File: src/hdl/gswi_pkg.sv
// Constants of the set, wake and interrupt-configuration block.
// Assumes a 32-bit APB bus with full byte addresses on paddr.
package gswi_pkg;
  // Register byte addresses
  localparam logic [31:0] ADDR_IRQ_FLAG = 32'h4000_a814;
  localparam logic [31:0] ADDR_IRQ_MASK = 32'h4000_a854;
  localparam logic [31:0] ADDR_CFG_A = 32'h4000_a860;
  localparam logic [31:0] ADDR_CFG_B = 32'h4000_a864;
  localparam logic [31:0] ADDR_CFG_C = 32'h4000_a868;
  localparam logic [31:0] ADDR_CFG_D = 32'h4000_a86c;
  localparam logic [31:0] ADDR_A_IN = 32'h4000_b008;
  localparam logic [31:0] ADDR_A_OUT = 32'h4000_b00c;
  localparam logic [31:0] ADDR_A_SET = 32'h4000_b010;
  localparam logic [31:0] ADDR_A_CLR = 32'h4000_b014;
  localparam logic [31:0] ADDR_B_IN = 32'h4000_b408;
  localparam logic [31:0] ADDR_B_OUT = 32'h4000_b40c;
  localparam logic [31:0] ADDR_B_SET = 32'h4000_b410;
  localparam logic [31:0] ADDR_B_CLR = 32'h4000_b414;
  localparam logic [31:0] ADDR_C_IN = 32'h4000_b808;
  localparam logic [31:0] ADDR_C_OUT = 32'h4000_b80c;
  localparam logic [31:0] ADDR_C_SET = 32'h4000_b810;
  localparam logic [31:0] ADDR_C_CLR = 32'h4000_b814;
  localparam logic [31:0] ADDR_A_WAKE = 32'h4000_bc08;
  localparam logic [31:0] ADDR_B_WAKE = 32'h4000_bc0c;
  localparam logic [31:0] ADDR_C_WAKE = 32'h4000_bc10;
  localparam logic [31:0] ADDR_C_SEL = 32'h4000_bc14;
  localparam logic [31:0] ADDR_D_SEL = 32'h4000_bc18;
  localparam logic [31:0] ADDR_WFILT = 32'h4000_bc1c;
  // Reset values
  localparam logic [7:0] RST_BYTE = 8'h00;
  localparam logic [4:0] RST_SEL_C = 5'h0f;
  localparam logic [4:0] RST_SEL_D = 5'h10;
  localparam logic [3:0] RST_NIB = 4'h0;
  localparam logic [2:0] RST_MODE = 3'h0;
  // Field positions
  localparam int PIN_W = 8;
  localparam int SEL_W = 5;
  localparam int MODE_LSB = 5;
  localparam int MODE_W = 3;
  localparam int FILT_BIT = 8;
  localparam int WF_PINS = 0;
  localparam int WF_SER1 = 1;
  localparam int WF_SER2 = 2;
  localparam int WF_CHAN_D = 3;
  localparam int SER_PIN = 2;
  localparam int NUM_PINS = 24;
  // Trigger modes
  localparam logic [2:0] MODE_OFF = 3'h0;
  localparam logic [2:0] MODE_RISE = 3'h1;
  localparam logic [2:0] MODE_FALL = 3'h2;
  localparam logic [2:0] MODE_BOTH = 3'h3;
  localparam logic [2:0] MODE_HIGH = 3'h4;
  localparam logic [2:0] MODE_LOW = 3'h5;
  // Fixed pin codes of channels A and B (port B pins 0 and 6)
  localparam logic [4:0] PIN_CHAN_A = 5'h08;
  localparam logic [4:0] PIN_CHAN_B = 5'h0e;
  // Filter length: stable samples needed before a change passes
  localparam int FLT_LEN = 4;
endpackage : gswi_pkg

File: src/hdl/gswi_top.sv
// Output set/clear, wake monitoring and external interrupt channels.
// Assumes an APB3 master on pclk and pins asynchronous to pclk.
`timescale 1ns/100ps
module gswi_top (
  // Clock and reset
  input wire logic pclk,
  input wire logic presetn,
  // APB slave
  input wire logic [31:0] paddr,
  input wire logic psel,
  input wire logic penable,
  input wire logic pwrite,
  input wire logic [31:0] pwdata,
  output logic [31:0] prdata,
  output logic pready,
  output logic pslverr,
  // Package pins
  input wire logic [7:0] port_a_pin_in,
  input wire logic [7:0] port_b_pin_in,
  input wire logic [7:0] port_c_pin_in,
  output logic [7:0] port_a_out,
  output logic [7:0] port_b_out,
  output logic [7:0] port_c_out,
  // Serial controller wake enables
  input wire logic serial_ctrl_one_wake_en,
  input wire logic serial_ctrl_two_wake_en,
  // Events out
  output logic [3:0] chan_pending,
  output logic irq,
  output logic wake_req
);
  // Two-stage synchronisers
  logic [23:0] pin_meta;
  logic [23:0] pin_sync;
  // Register file
  logic [7:0] out_a;
  logic [7:0] out_b;
  logic [7:0] out_c;
  logic [7:0] wake_a;
  logic [7:0] wake_b;
  logic [7:0] wake_c;
  logic [4:0] sel_c;
  logic [4:0] sel_d;
  logic [3:0] wfilt;
  logic [2:0] mode [4];
  logic [3:0] cfilt;
  logic [3:0] flag;
  logic [3:0] mask;
  // Wake change detect history
  logic [23:0] gen_prev;
  logic ser1_prev;
  logic ser2_prev;
  logic chd_prev;

  function automatic logic pick(input logic [23:0] pins,
                                input logic [4:0] code);
    // Reserved codes select no pin
    if (code < 5'(gswi_pkg::NUM_PINS))
      pick = pins[code];
    else
      pick = 1'b0;
  endfunction : pick

  function automatic logic [7:0] byte_in(input logic [31:0] d);
    byte_in = d[gswi_pkg::PIN_W-1:0];
  endfunction : byte_in

  // Input synchronisation
  wire [23:0] pins_raw = {port_c_pin_in, port_b_pin_in, port_a_pin_in};

  always_ff @(posedge pclk or negedge presetn)
  begin
    if (!presetn)
    begin
      pin_meta <= '0;
      pin_sync <= '0;
    end
    else
    begin
      pin_meta <= pins_raw;
      pin_sync <= pin_meta;
    end
  end

  // Address decode
  wire setup = psel & ~penable;
  wire wr = psel & penable & pwrite;
  wire hit_flag = paddr == gswi_pkg::ADDR_IRQ_FLAG;
  wire hit_mask = paddr == gswi_pkg::ADDR_IRQ_MASK;
  wire hit_cfg_a = paddr == gswi_pkg::ADDR_CFG_A;
  wire hit_cfg_b = paddr == gswi_pkg::ADDR_CFG_B;
  wire hit_cfg_c = paddr == gswi_pkg::ADDR_CFG_C;
  wire hit_cfg_d = paddr == gswi_pkg::ADDR_CFG_D;
  wire hit_in_a = paddr == gswi_pkg::ADDR_A_IN;
  wire hit_in_b = paddr == gswi_pkg::ADDR_B_IN;
  wire hit_in_c = paddr == gswi_pkg::ADDR_C_IN;
  wire hit_out_a = paddr == gswi_pkg::ADDR_A_OUT;
  wire hit_out_b = paddr == gswi_pkg::ADDR_B_OUT;
  wire hit_out_c = paddr == gswi_pkg::ADDR_C_OUT;
  wire hit_set_a = paddr == gswi_pkg::ADDR_A_SET;
  wire hit_set_b = paddr == gswi_pkg::ADDR_B_SET;
  wire hit_set_c = paddr == gswi_pkg::ADDR_C_SET;
  wire hit_clr_a = paddr == gswi_pkg::ADDR_A_CLR;
  wire hit_clr_b = paddr == gswi_pkg::ADDR_B_CLR;
  wire hit_clr_c = paddr == gswi_pkg::ADDR_C_CLR;
  wire hit_wake_a = paddr == gswi_pkg::ADDR_A_WAKE;
  wire hit_wake_b = paddr == gswi_pkg::ADDR_B_WAKE;
  wire hit_wake_c = paddr == gswi_pkg::ADDR_C_WAKE;
  wire hit_sel_c = paddr == gswi_pkg::ADDR_C_SEL;
  wire hit_sel_d = paddr == gswi_pkg::ADDR_D_SEL;
  wire hit_wfilt = paddr == gswi_pkg::ADDR_WFILT;
  wire [3:0] hit_cfg = {hit_cfg_d, hit_cfg_c, hit_cfg_b, hit_cfg_a};
  wire hit_any = hit_flag | hit_mask | (|hit_cfg)
    | hit_in_a | hit_in_b | hit_in_c
    | hit_out_a | hit_out_b | hit_out_c
    | hit_set_a | hit_set_b | hit_set_c
    | hit_clr_a | hit_clr_b | hit_clr_c
    | hit_wake_a | hit_wake_b | hit_wake_c
    | hit_sel_c | hit_sel_d | hit_wfilt;

  // Output data: set and clear live at different addresses, so one write
  // never does both. Reserved set bits are simply dropped.
  wire [7:0] wb = byte_in(pwdata);
  wire [7:0] next_out_a = ((hit_out_a ? wb : out_a)
    | (hit_set_a ? wb : 8'h00))
    & ~(hit_clr_a ? wb : 8'h00);
  wire [7:0] next_out_b = ((hit_out_b ? wb : out_b)
    | (hit_set_b ? wb : 8'h00))
    & ~(hit_clr_b ? wb : 8'h00);
  wire [7:0] next_out_c = ((hit_out_c ? wb : out_c)
    | (hit_set_c ? wb : 8'h00))
    & ~(hit_clr_c ? wb : 8'h00);

  always_ff @(posedge pclk or negedge presetn)
  begin
    if (!presetn)
    begin
      out_a <= gswi_pkg::RST_BYTE;
      out_b <= gswi_pkg::RST_BYTE;
      out_c <= gswi_pkg::RST_BYTE;
    end
    else if (wr)
    begin
      out_a <= next_out_a;
      out_b <= next_out_b;
      out_c <= next_out_c;
    end
  end

  // Configuration registers
  always_ff @(posedge pclk or negedge presetn)
  begin
    if (!presetn)
    begin
      wake_a <= gswi_pkg::RST_BYTE;
      wake_b <= gswi_pkg::RST_BYTE;
      wake_c <= gswi_pkg::RST_BYTE;
      sel_c <= gswi_pkg::RST_SEL_C;
      sel_d <= gswi_pkg::RST_SEL_D;
      wfilt <= gswi_pkg::RST_NIB;
      cfilt <= gswi_pkg::RST_NIB;
      mask <= gswi_pkg::RST_NIB;
    end
    else if (wr)
    begin
      if (hit_wake_a)
        wake_a <= wb;
      if (hit_wake_b)
        wake_b <= wb;
      if (hit_wake_c)
        wake_c <= wb;
      if (hit_sel_c)
        sel_c <= pwdata[gswi_pkg::SEL_W-1:0];
      if (hit_sel_d)
        sel_d <= pwdata[gswi_pkg::SEL_W-1:0];
      if (hit_wfilt)
        wfilt <= pwdata[3:0];
      if (hit_mask)
        mask <= pwdata[3:0];
      for (int i = 0; i < 4; i++)
        if (hit_cfg[i])
          cfilt[i] <= pwdata[gswi_pkg::FILT_BIT];
    end
  end

  for (genvar i = 0; i < 4; i++)
  begin : g_mode
    always_ff @(posedge pclk or negedge presetn)
    begin
      if (!presetn)
        mode[i] <= gswi_pkg::RST_MODE;
      else if (wr && hit_cfg[i])
        mode[i] <= pwdata[gswi_pkg::MODE_LSB +: gswi_pkg::MODE_W];
    end
  end

  // Interrupt channels
  wire [3:0] chan_level;
  wire [3:0] chan_filt;
  wire [3:0] chan_trig;
  assign chan_level[0] = pick(pin_sync, gswi_pkg::PIN_CHAN_A);
  assign chan_level[1] = pick(pin_sync, gswi_pkg::PIN_CHAN_B);
  assign chan_level[2] = pick(pin_sync, sel_c);
  assign chan_level[3] = pick(pin_sync, sel_d);

  for (genvar i = 0; i < 4; i++)
  begin : g_chan
    gswi_chan u_chan (
      .pclk(pclk),
      .presetn(presetn),
      .filt_en(cfilt[i]),
      .mode(mode[i]),
      .level(chan_level[i]),
      .filt_level(chan_filt[i]),
      .trig(chan_trig[i])
    );
  end

  // Pending flags: a trigger in the clearing cycle wins
  wire [3:0] flag_clr = (wr && hit_flag) ? pwdata[3:0] : 4'h0;
  wire [3:0] next_flag = (flag & ~flag_clr) | chan_trig;

  always_ff @(posedge pclk or negedge presetn)
  begin
    if (!presetn)
      flag <= gswi_pkg::RST_NIB;
    else
      flag <= next_flag;
  end

  // Wake sources
  wire [23:0] wake_mask = {wake_c, wake_b, wake_a};
  wire [23:0] gen_lvl;
  wire ser1_lvl;
  wire ser2_lvl;
  wire chd_lvl;

  gswi_filter #(.WIDTH(gswi_pkg::NUM_PINS)) u_wf_pins (
    .pclk(pclk),
    .presetn(presetn),
    .en(wfilt[gswi_pkg::WF_PINS]),
    .din(pin_sync),
    .dout(gen_lvl)
  );

  gswi_filter #(.WIDTH(1)) u_wf_ser1 (
    .pclk(pclk),
    .presetn(presetn),
    .en(wfilt[gswi_pkg::WF_SER1]),
    .din(pin_sync[gswi_pkg::PIN_W + gswi_pkg::SER_PIN]),
    .dout(ser1_lvl)
  );

  gswi_filter #(.WIDTH(1)) u_wf_ser2 (
    .pclk(pclk),
    .presetn(presetn),
    .en(wfilt[gswi_pkg::WF_SER2]),
    .din(pin_sync[gswi_pkg::SER_PIN]),
    .dout(ser2_lvl)
  );

  gswi_filter #(.WIDTH(1)) u_wf_chd (
    .pclk(pclk),
    .presetn(presetn),
    .en(wfilt[gswi_pkg::WF_CHAN_D]),
    .din(chan_level[3]),
    .dout(chd_lvl)
  );

  always_ff @(posedge pclk or negedge presetn)
  begin
    if (!presetn)
    begin
      gen_prev <= '0;
      ser1_prev <= 1'b0;
      ser2_prev <= 1'b0;
      chd_prev <= 1'b0;
    end
    else
    begin
      gen_prev <= gen_lvl;
      ser1_prev <= ser1_lvl;
      ser2_prev <= ser2_lvl;
      chd_prev <= chd_lvl;
    end
  end

  // Any change on a watched source wakes; a masked-off pin never wakes through the general path
  wire wake_gen = |((gen_lvl ^ gen_prev) & wake_mask);
  wire wake_s1 = serial_ctrl_one_wake_en & (ser1_lvl ^ ser1_prev);
  wire wake_s2 = serial_ctrl_two_wake_en & (ser2_lvl ^ ser2_prev);
  wire wake_d = (mode[3] != gswi_pkg::MODE_OFF) & (chd_lvl ^ chd_prev);
  wire next_wake = wake_gen | wake_s1 | wake_s2 | wake_d;

  always_ff @(posedge pclk or negedge presetn)
  begin
    if (!presetn)
      wake_req <= 1'b0;
    else
      wake_req <= next_wake;
  end

  // Read data, captured in the setup cycle
  wire [31:0] rd_cfg [4];
  for (genvar i = 0; i < 4; i++)
  begin : g_rd
    assign rd_cfg[i] = {23'h00_0000, cfilt[i], mode[i], 5'h00};
  end

  logic [31:0] next_rdata;
  always_comb
  begin
    next_rdata = 32'h0000_0000;
    if (hit_flag)
      next_rdata = {28'h000_0000, flag};
    if (hit_mask)
      next_rdata = {28'h000_0000, mask};
    for (int i = 0; i < 4; i++)
      if (hit_cfg[i])
        next_rdata = rd_cfg[i];
    if (hit_in_a)
      next_rdata = {24'h00_0000, pin_sync[7:0]};
    if (hit_in_b)
      next_rdata = {24'h00_0000, pin_sync[15:8]};
    if (hit_in_c)
      next_rdata = {24'h00_0000, pin_sync[23:16]};
    if (hit_out_a)
      next_rdata = {24'h00_0000, out_a};
    if (hit_out_b)
      next_rdata = {24'h00_0000, out_b};
    if (hit_out_c)
      next_rdata = {24'h00_0000, out_c};
    if (hit_wake_a)
      next_rdata = {24'h00_0000, wake_a};
    if (hit_wake_b)
      next_rdata = {24'h00_0000, wake_b};
    if (hit_wake_c)
      next_rdata = {24'h00_0000, wake_c};
    if (hit_sel_c)
      next_rdata = {27'h000_0000, sel_c};
    if (hit_sel_d)
      next_rdata = {27'h000_0000, sel_d};
    if (hit_wfilt)
      next_rdata = {28'h000_0000, wfilt};
  end

  always_ff @(posedge pclk or negedge presetn)
  begin
    if (!presetn)
      prdata <= 32'h0000_0000;
    else if (setup)
      prdata <= pwrite ? 32'h0000_0000 : next_rdata;
  end

  // Zero wait states; unmapped addresses answer with an error
  assign pready = 1'b1;
  assign pslverr = psel & penable & ~hit_any;

  assign port_a_out = out_a;
  assign port_b_out = out_b;
  assign port_c_out = out_c;
  assign chan_pending = flag;
  assign irq = |(flag & mask);
endmodule : gswi_top

File: src/hdl/gswi_filter.sv
// Glitch filter on a group of already synchronised levels.
// Assumes inputs are on pclk; bypassed while en is low.
`timescale 1ns/100ps
module gswi_filter #(
  parameter int WIDTH = 1
) (
  // Clock and reset
  input wire logic pclk,
  input wire logic presetn,
  // Levels
  input wire logic en,
  input wire logic [WIDTH-1:0] din,
  output logic [WIDTH-1:0] dout
);
  logic [gswi_pkg::FLT_LEN-1:0] hist [WIDTH];
  logic [WIDTH-1:0] held;

  for (genvar i = 0; i < WIDTH; i++)
  begin : g_bit
    wire all_one = &hist[i];
    wire all_zero = ~|hist[i];
    always_ff @(posedge pclk or negedge presetn)
    begin
      if (!presetn)
      begin
        hist[i] <= '0;
        held[i] <= 1'b0;
      end
      else
      begin
        hist[i] <= {hist[i][gswi_pkg::FLT_LEN-2:0], din[i]};
        // Pulses shorter than the history never reach all-equal
        if (all_one)
          held[i] <= 1'b1;
        else if (all_zero)
          held[i] <= 1'b0;
      end
    end
  end

  assign dout = en ? held : din;
endmodule : gswi_filter

File: src/hdl/gswi_chan.sv
// One external interrupt channel: optional filter and trigger detection.
// Assumes the input level is already synchronised to pclk.
`timescale 1ns/100ps
module gswi_chan (
  // Clock and reset
  input wire logic pclk,
  input wire logic presetn,
  // Configuration
  input wire logic filt_en,
  input wire logic [2:0] mode,
  // Level in, trigger out
  input wire logic level,
  output logic filt_level,
  output logic trig
);
  logic prev;

  function automatic logic detect(input logic [2:0] m, input logic cur,
                                  input logic old);
    case (m)
      gswi_pkg::MODE_RISE: detect = cur & ~old;
      gswi_pkg::MODE_FALL: detect = ~cur & old;
      gswi_pkg::MODE_BOTH: detect = cur ^ old;
      gswi_pkg::MODE_HIGH: detect = cur;
      gswi_pkg::MODE_LOW: detect = ~cur;
      default: detect = 1'b0; // Off and reserved codes never fire
    endcase
  endfunction : detect

  gswi_filter #(.WIDTH(1)) u_filt (
    .pclk(pclk),
    .presetn(presetn),
    .en(filt_en),
    .din(level),
    .dout(filt_level)
  );

  always_ff @(posedge pclk or negedge presetn)
  begin
    if (!presetn)
      prev <= 1'b0;
    else
      prev <= filt_level;
  end

  assign trig = detect(mode, filt_level, prev);
endmodule : gswi_chan

File: config.mk
export PLATFORM = sky130hd
export DESIGN_NAME = gswi_top
export DESIGN_NICKNAME = d
export VERILOG_FILES = /design/src/hdl/gswi_pkg.sv /design/src/hdl/gswi_top.sv /design/src/hdl/gswi_filter.sv /design/src/hdl/gswi_chan.sv
export SDC_FILE = /design/constraint.sdc
export NUM_CORES = 1
export LEC_CHECK = 0
export ABC_AREA = 1
export BUFFER_PORTS_ARGS = -buffer_cell sky130_fd_sc_hd__buf_4
export CAP_MARGIN = 20
export CORE_MARGIN = 1.5
export CORE_UTILIZATION = 30
export DETAILED_ROUTE_END_ITERATION = 16
export PLACE_DENSITY = 0.57
export SYNTH_ARGS = -nofsm -noshare
export SYNTH_HDL_FRONTEND = slang
export SYNTH_SLANG_ARGS = --single-unit
File: constraint.sdc
create_clock -name pclk -period 3 [get_ports pclk]
set_input_delay 0.3 -clock pclk [delete_from_list [all_inputs] [get_ports pclk]]
set_output_delay 0.3 -clock pclk [all_outputs]
set_load 0.005 [all_outputs]
Word level (Yosys, flattened, before mapping)
Index checks and enable logic that the tools add are counted.
- flip-flop bits (word level): 353
- bits of input ports: 95
- output and inout bits: 64
- word-level logic and storage cells: 433
- $lt $le $gt $ge: 4
- eq/ne operators: 75
- muxes and demuxes: 109
- bitwise operators: 70
- reductions and logical operators: 82
- operator list (operator ; count):
    equality test 32 x 31 -> 1 bit (second input constant) ; 24
    two-way mux 32 bit ; 8
    OR reduction 4 bit ; 33
    AND reduction 4 bit ; 31
    two-way mux 9 bit ; 9
    two-way mux 1 bit ; 73
    two-way mux 8 bit ; 9
    inequality test 2 x 1 -> 1 bit (second input constant) ; 27
    bitwise AND 24 bit ; 1
    bitwise AND 8 bit ; 3
    equality test 3 x 2 -> 1 bit (second input constant) ; 8
    equality test 3 bit (second input constant) ; 8
    two-way mux 24 bit ; 1
    inverter 8 bit ; 3
    OR 8 bit ; 3
    OR reduction 24 bit ; 1
    XOR 24 bit ; 1
    OR 1 bit ; 23
    AND reduction 2 bit ; 11
    case mux 1 bit (5 select lines) ; 4
    bitwise AND 1 bit ; 15
    equality test 3 x 1 -> 1 bit (second input constant) ; 4
    < comparator 5 x 6 -> 1 bit (second input constant) ; 2
    two-way mux 4 bit ; 3
    other kinds (10) ; 35

Depth between registers and ports, before layout
- depth after elaboration: 23
- mapped depth: 22
- depth with buffers taken out: 22

Hierarchy
Synthesis repeated with hierarchy kept, for this count alone.
- cells, all modules: 1608
- area, all modules: 14283.7 µm²
- by module, submodules not included (module ; times used ; cells an instance ; area an instance (µm²) ; seq. area each (µm²)):
    gswi_top ; 1 ; 1097 ; 8730.9 ; 4285.4
    gswi_filter (u_wf_pins) ; 1 ; 341 ; 3968.8 ; 3002.9
    gswi_filter (g_chan[0].u_chan.u_filt ...) ; 7 ; 14 ; 162.7 ; 125.1
    gswi_chan ; 4 ; 18 ; 111.4 ; 25.0

Least setup slack after synthesis
Ideal clock, no wire load.
- kind: reg2reg
- start point: register sel_d[0]
- end point: register flag[3] (netlist: chan_pending[3])
- library setup time: 0.071 ns
- arrival: 2.027 ns
- slack: 0.902 ns
- cell stages (with the launch flop): 18
- buffers on the path: 1
- clock period less this slack: 2.098 ns
- cells stage by stage: dfrtp_1 -> inv_1 -> buf_2 -> nand2_1 -> o211ai_1 -> nand3_1 -> nand3_1 -> nand2_1 -> nand2_1 -> o21ai_0 -> o21ai_1 -> inv_1 -> ha_1 -> nand2_1 -> nand2_1 -> o21ai_0 -> nand2_1 -> nand4_1
- word-level cells in the longest chain between the ends: 8
- elaborated cells between the ends (all ways): 11
- classes of those cells: order compare (1); mux (5); bitwise (5)
- ends and longest elaborated chain (what ; RTL line ; RTL):
    from (decl) ; gswi_top.sv:43 ; logic [4:0] sel_d;
    from (signal assigned) ; gswi_top.sv:159 ; sel_d <= gswi_pkg::RST_SEL_D;
    from (signal assigned) ; gswi_top.sv:175 ; sel_d <= pwdata[gswi_pkg::SEL_W-1:0];
    binary-select mux 1 bit (select 5 bit) ; gswi_top.sv:59 ; pick = pins[code];
    two-way mux 1 bit (implied by the code) ; gswi_top.sv:59 ;
    two-way mux 1 bit * ; gswi_top.sv:58 ; if (code < 5'(gswi_pkg::NUM_PINS))
    net g_chan[3].u_chan.level ; gswi_chan.sv:12 ; input wire logic level,
    two-way mux 1 bit * ; gswi_filter.sv:41 ; assign dout = en ? held : din;
    net g_chan[3].u_chan.filt_level ; gswi_chan.sv:13 ; output logic filt_level,
    inverter 1 bit ; gswi_chan.sv:22, gswi_chan.sv:25 ;
    bitwise AND 1 bit ; gswi_chan.sv:22 ; gswi_pkg::MODE_FALL: detect = ~cur & old;
    case mux 1 bit (5 select lines) * ; gswi_chan.sv:20 ; case (m)
    OR 4 bit * ; gswi_top.sv:221 ; wire [3:0] next_flag = (flag & ~flag_clr) | chan_trig;
    net next_flag[3] ; gswi_top.sv:221 ;
    to (signal assigned) ; gswi_top.sv:226 ; flag <= gswi_pkg::RST_NIB;
    to (signal assigned) ; gswi_top.sv:228 ; flag <= next_flag;
    to (decl) ; gswi_top.sv:47 ; logic [3:0] flag;
The timed path passes the listed nets; every way through them passes the cells marked *. The select of a mux whose other input is x is not followed.
A chain may end at the register's enable or synchronous reset.

Worst setup path in the final report
Ends and elaborated chain as after synthesis.

==> results.cfg <==
[sta]
setup_tns_ps = 0
drv_slew = 0
max_freq_ghz = 0.379
setup_viol = 0
rsz0062_at_grt = false
fin_crit_sh_pct = 88.0
slew-limit-headroom_pct = 50.6
whs_ps = 75.8
layout_min_cycle_time_ps = 2640
tightest_slew_ps = 741
finalHoldViolCount = 0
finClkSkew_ps = 20.8

[clock_network]
cts_root_buf = clkbuf_16
clk_pin_slew_ps = 60
numCtsBuffers = 35
htreeDepth = 2
cts_tree = built
insertion_delay_ps = 530
cts.sinks = 305
cts_max_path_buffers = 3

[die]
start_util_pct = 30.3
dieArea_um2 = 45700
num_rows = 77
die_y_um = 214
ioPinCount = 159
fp.coreArea_um2 = 44000
die_w_um = 214

[global_route]
gr-usage-all-layers_pct = 18.1
grt_pass1_wl_um = 62400
grt_max_degree = 69
grt_pass1_vias = 10900
antenna_found_initial = 0
met3_usage_pct = 3.12
grt_use_met2_pct = 28.7
grtUsageMet1_pct = 24.4
grt_busiest_layer = met2
overflow = 0

[yosys]
ys_top_cells_by_count = nand2_1 (307), dfrtp_1 (300), o21ai_0 (183)
yosysTopAreaCell = dfrtp_1
avgSynthCellArea_um2 = 8.94
synth_cells = 1492
synth_top_area_share_pct = 56.3
synth-warning-count = 0
netlist_top_cells_area = dfrtp_1 (56%), nand2_1 (8.6%), o21ai_0 (6.9%), inv_1 (4.8%), nand3_1 (2.6%)
ys_ff_latch = 305
synth_most_common_cell = nand2_1
async_flop_share_pct = 100
synth.distinct_cells = 46
synth_area_um2 = 13300
synth_edf_count = 0
synth_ff_type = dfrtp_1
yosysSeqAreaShare_pct = 57.3

[worst_setup_path]
r2r_start = sel_d[0]$_DFFE_PN0P_
reg2regPathDepth = 16
crit_type = reg -> reg
crit_fanout = 8
r2r-end = chan_pending[3]$_DFF_PN0_
cp-end-kind = flop
cp_slowest_cell = dfrtp_1
max_stage_delay_ps = 380
crit_top_cell = nand2_1
timing.critical_path.required_ps = 3460
start_kind = flop
r2r_slack_ps = 360
cp_data_arrival_time_ps = 3100
worstPathCellList = clkinvlp_4, o211ai_1, nand3_1, nand3_1, nand2_1, nand2_1, o21ai_0, buf_4, o21ai_2, inv_1, ha_1, nand2_1, nand2_1, o21ai_0, nand2_1, nand4_1

[status]
status = finished, final reports clean

[final_layout]
diodes = 0
syn_to_final_growth_pct = 23.7
layout-drive-gt1-share_pct = 16.7
nNetsFinal = 1782
design_area_um2 = 16500

[power]
power-per-cell-area_nw_per_um2 = 588
power_mw = 9.71
max-vdd-ir-drop_v = 0.000302
leakagePower_nw = 7.52

[routing]
viasPerCell = 4.86
routed_wl_um = 40300
wl_per_cell_um = 17.5
drt.antenna.violating_nets = 0
vias = 11200
firstDrtPassIters = 6
drcViolationCount = 0
first_iter_violations = 826

[worst_hold_path]
hold_path_class = in -> reg
holdPathStages = 3
hold_start = pwdata[6]
min_to = port_a_out[6]$_DFFE_PN0P_

[job]
cap_viol_max_count = 0

[place]
dpl_cell_area_um2 = 15100
hpwl_um = 30100
place.gp.congestion = 0.956
portBuffers = 111
per-layer routing:
layer,part of all wire [%],vias to the layer above
li1,-,5317
met3,6.1,85
met2,46,361
met5,0,-
met1,44,5400
met4,3.8,0
power by group:
part | switching (mW) | internal, mW | total, mW
registers | 0.198 | 4.39 | 4.59
clock network | 1.69 | 2.56 | 4.25
logic | 0.496 | 0.378 | 0.873
sequential cells by signal (all words and copies together), names as in the netlist, 9 cells and up:
| signal | count |
|---|---|
| gen_prev | 24 |
| prdata | 9 |
| u_wf_pins.held | 21 |
| pin_sync | 24 |
| mode | 12 |
| u_wf_pins.hist | 82 |
| g_chan.u_chan.u_filt.hist | 15 |
| pin_meta | 24 |
cell type report:
type | count | area, µm²
sequential | 305 | 7640
inverter | 197 | 743
clock inverter | 9 | 113
timing repair buffer | 182 | 1490
clock buffer | 53 | 1030
multi-input combinational | 958 | 4740
tap | 592 | 741
fill | 4489 | 27500
worst max-delay path by stage:
stage / startpoint / endpoint / cells past startpoint
2_1_floorplan: sel_d[0]$_DFFE_PN0P_ / chan_pending[3]$_DFF_PN0_ / 17
3_3_place_gp: sel_d[0]$_DFFE_PN0P_ / chan_pending[3]$_DFF_PN0_ / 17
3_5_place_dp: sel_d[0]$_DFFE_PN0P_ / chan_pending[3]$_DFF_PN0_ / 17
4_1_cts: sel_d[0]$_DFFE_PN0P_ / chan_pending[3]$_DFF_PN0_ / 17
5_1_grt: sel_d[0]$_DFFE_PN0P_ / chan_pending[3]$_DFF_PN0_ / 17
6_report: sel_d[0]$_DFFE_PN0P_ / chan_pending[3]$_DFF_PN0_ / 16
layout by cell type, fill, tap and decap left out, types with 3 or more instances in the layout:
master / netlist / final
clkbuf_1: 17 / 10
nand2_2: 5 / 5
o21ai_2: 2 / 3
a21boi_0: 4 / 4
o2111ai_1: 3 / 3
dlygate4sd3_1: 0 / 25
dfstp_2: 5 / 5
nand3b_1: 4 / 4
or2_2: 11 / 11
inv_2: 24 / 24
a31oi_1: 7 / 7
o22ai_1: 48 / 48
a21oi_1: 41 / 41
o21ai_0: 183 / 182
buf_12: 0 / 4
nand2_1: 307 / 307
buf_4: 25 / 152
nor2_1: 82 / 81
conb_1: 2 / 24
a221oi_1: 3 / 3
o21ai_1: 30 / 30
inv_1: 170 / 169
dfrtp_1: 300 / 300
nor4_1: 28 / 28
clkinv_2: 0 / 4
clkinv_1: 3 / 3
nor3_1: 13 / 13
nor2_2: 9 / 9
clkbuf_8: 0 / 7
nor2_4: 8 / 9
clkbuf_16: 0 / 36
ha_1: 8 / 8
nand4_1: 46 / 46
nand3_1: 69 / 69
worst max-delay path: cells and delay by family (launching register included):
family,cells,cell delay [ps]
fa+ha+maj,1,290
buf+inv,3,490
compound gates,4,790
flops,1,380
simple gates,8,620
per-stage QoR:
stage / util (%) / worst slack (ps) / cells
final: 37.5 / 361 / 2296
after global routing: 37.5 / 102 / 2296
after CTS: 37.4 / 206 / 2291
after detailed placement: 34.2 / 213 / 2204
after global placement: 34.2 / 256 / 2204
after floorplan: - / 902 / 1514
kinds of logic after synthesis:
group	count (synthesis)	synth area share, %
and+or+nand+nor	592	20.4
AOI/OAI and AO/OA	332	13.5
DFF	305	57.3
buffers and inverters	251	7.88
adders and majority gates	8	0.751
xor gates and xnor gates	2	0.131
other	2	0.0563
repair_timing:
item	4_1_cts	5_1_grt
hold endpoints to repair	83	0
hold buffers	25	0
endpoints found under the setup margin	0	1
gates resized for setup	0	3
setup buffers	0	5
(Power assumes the default switching activity.)
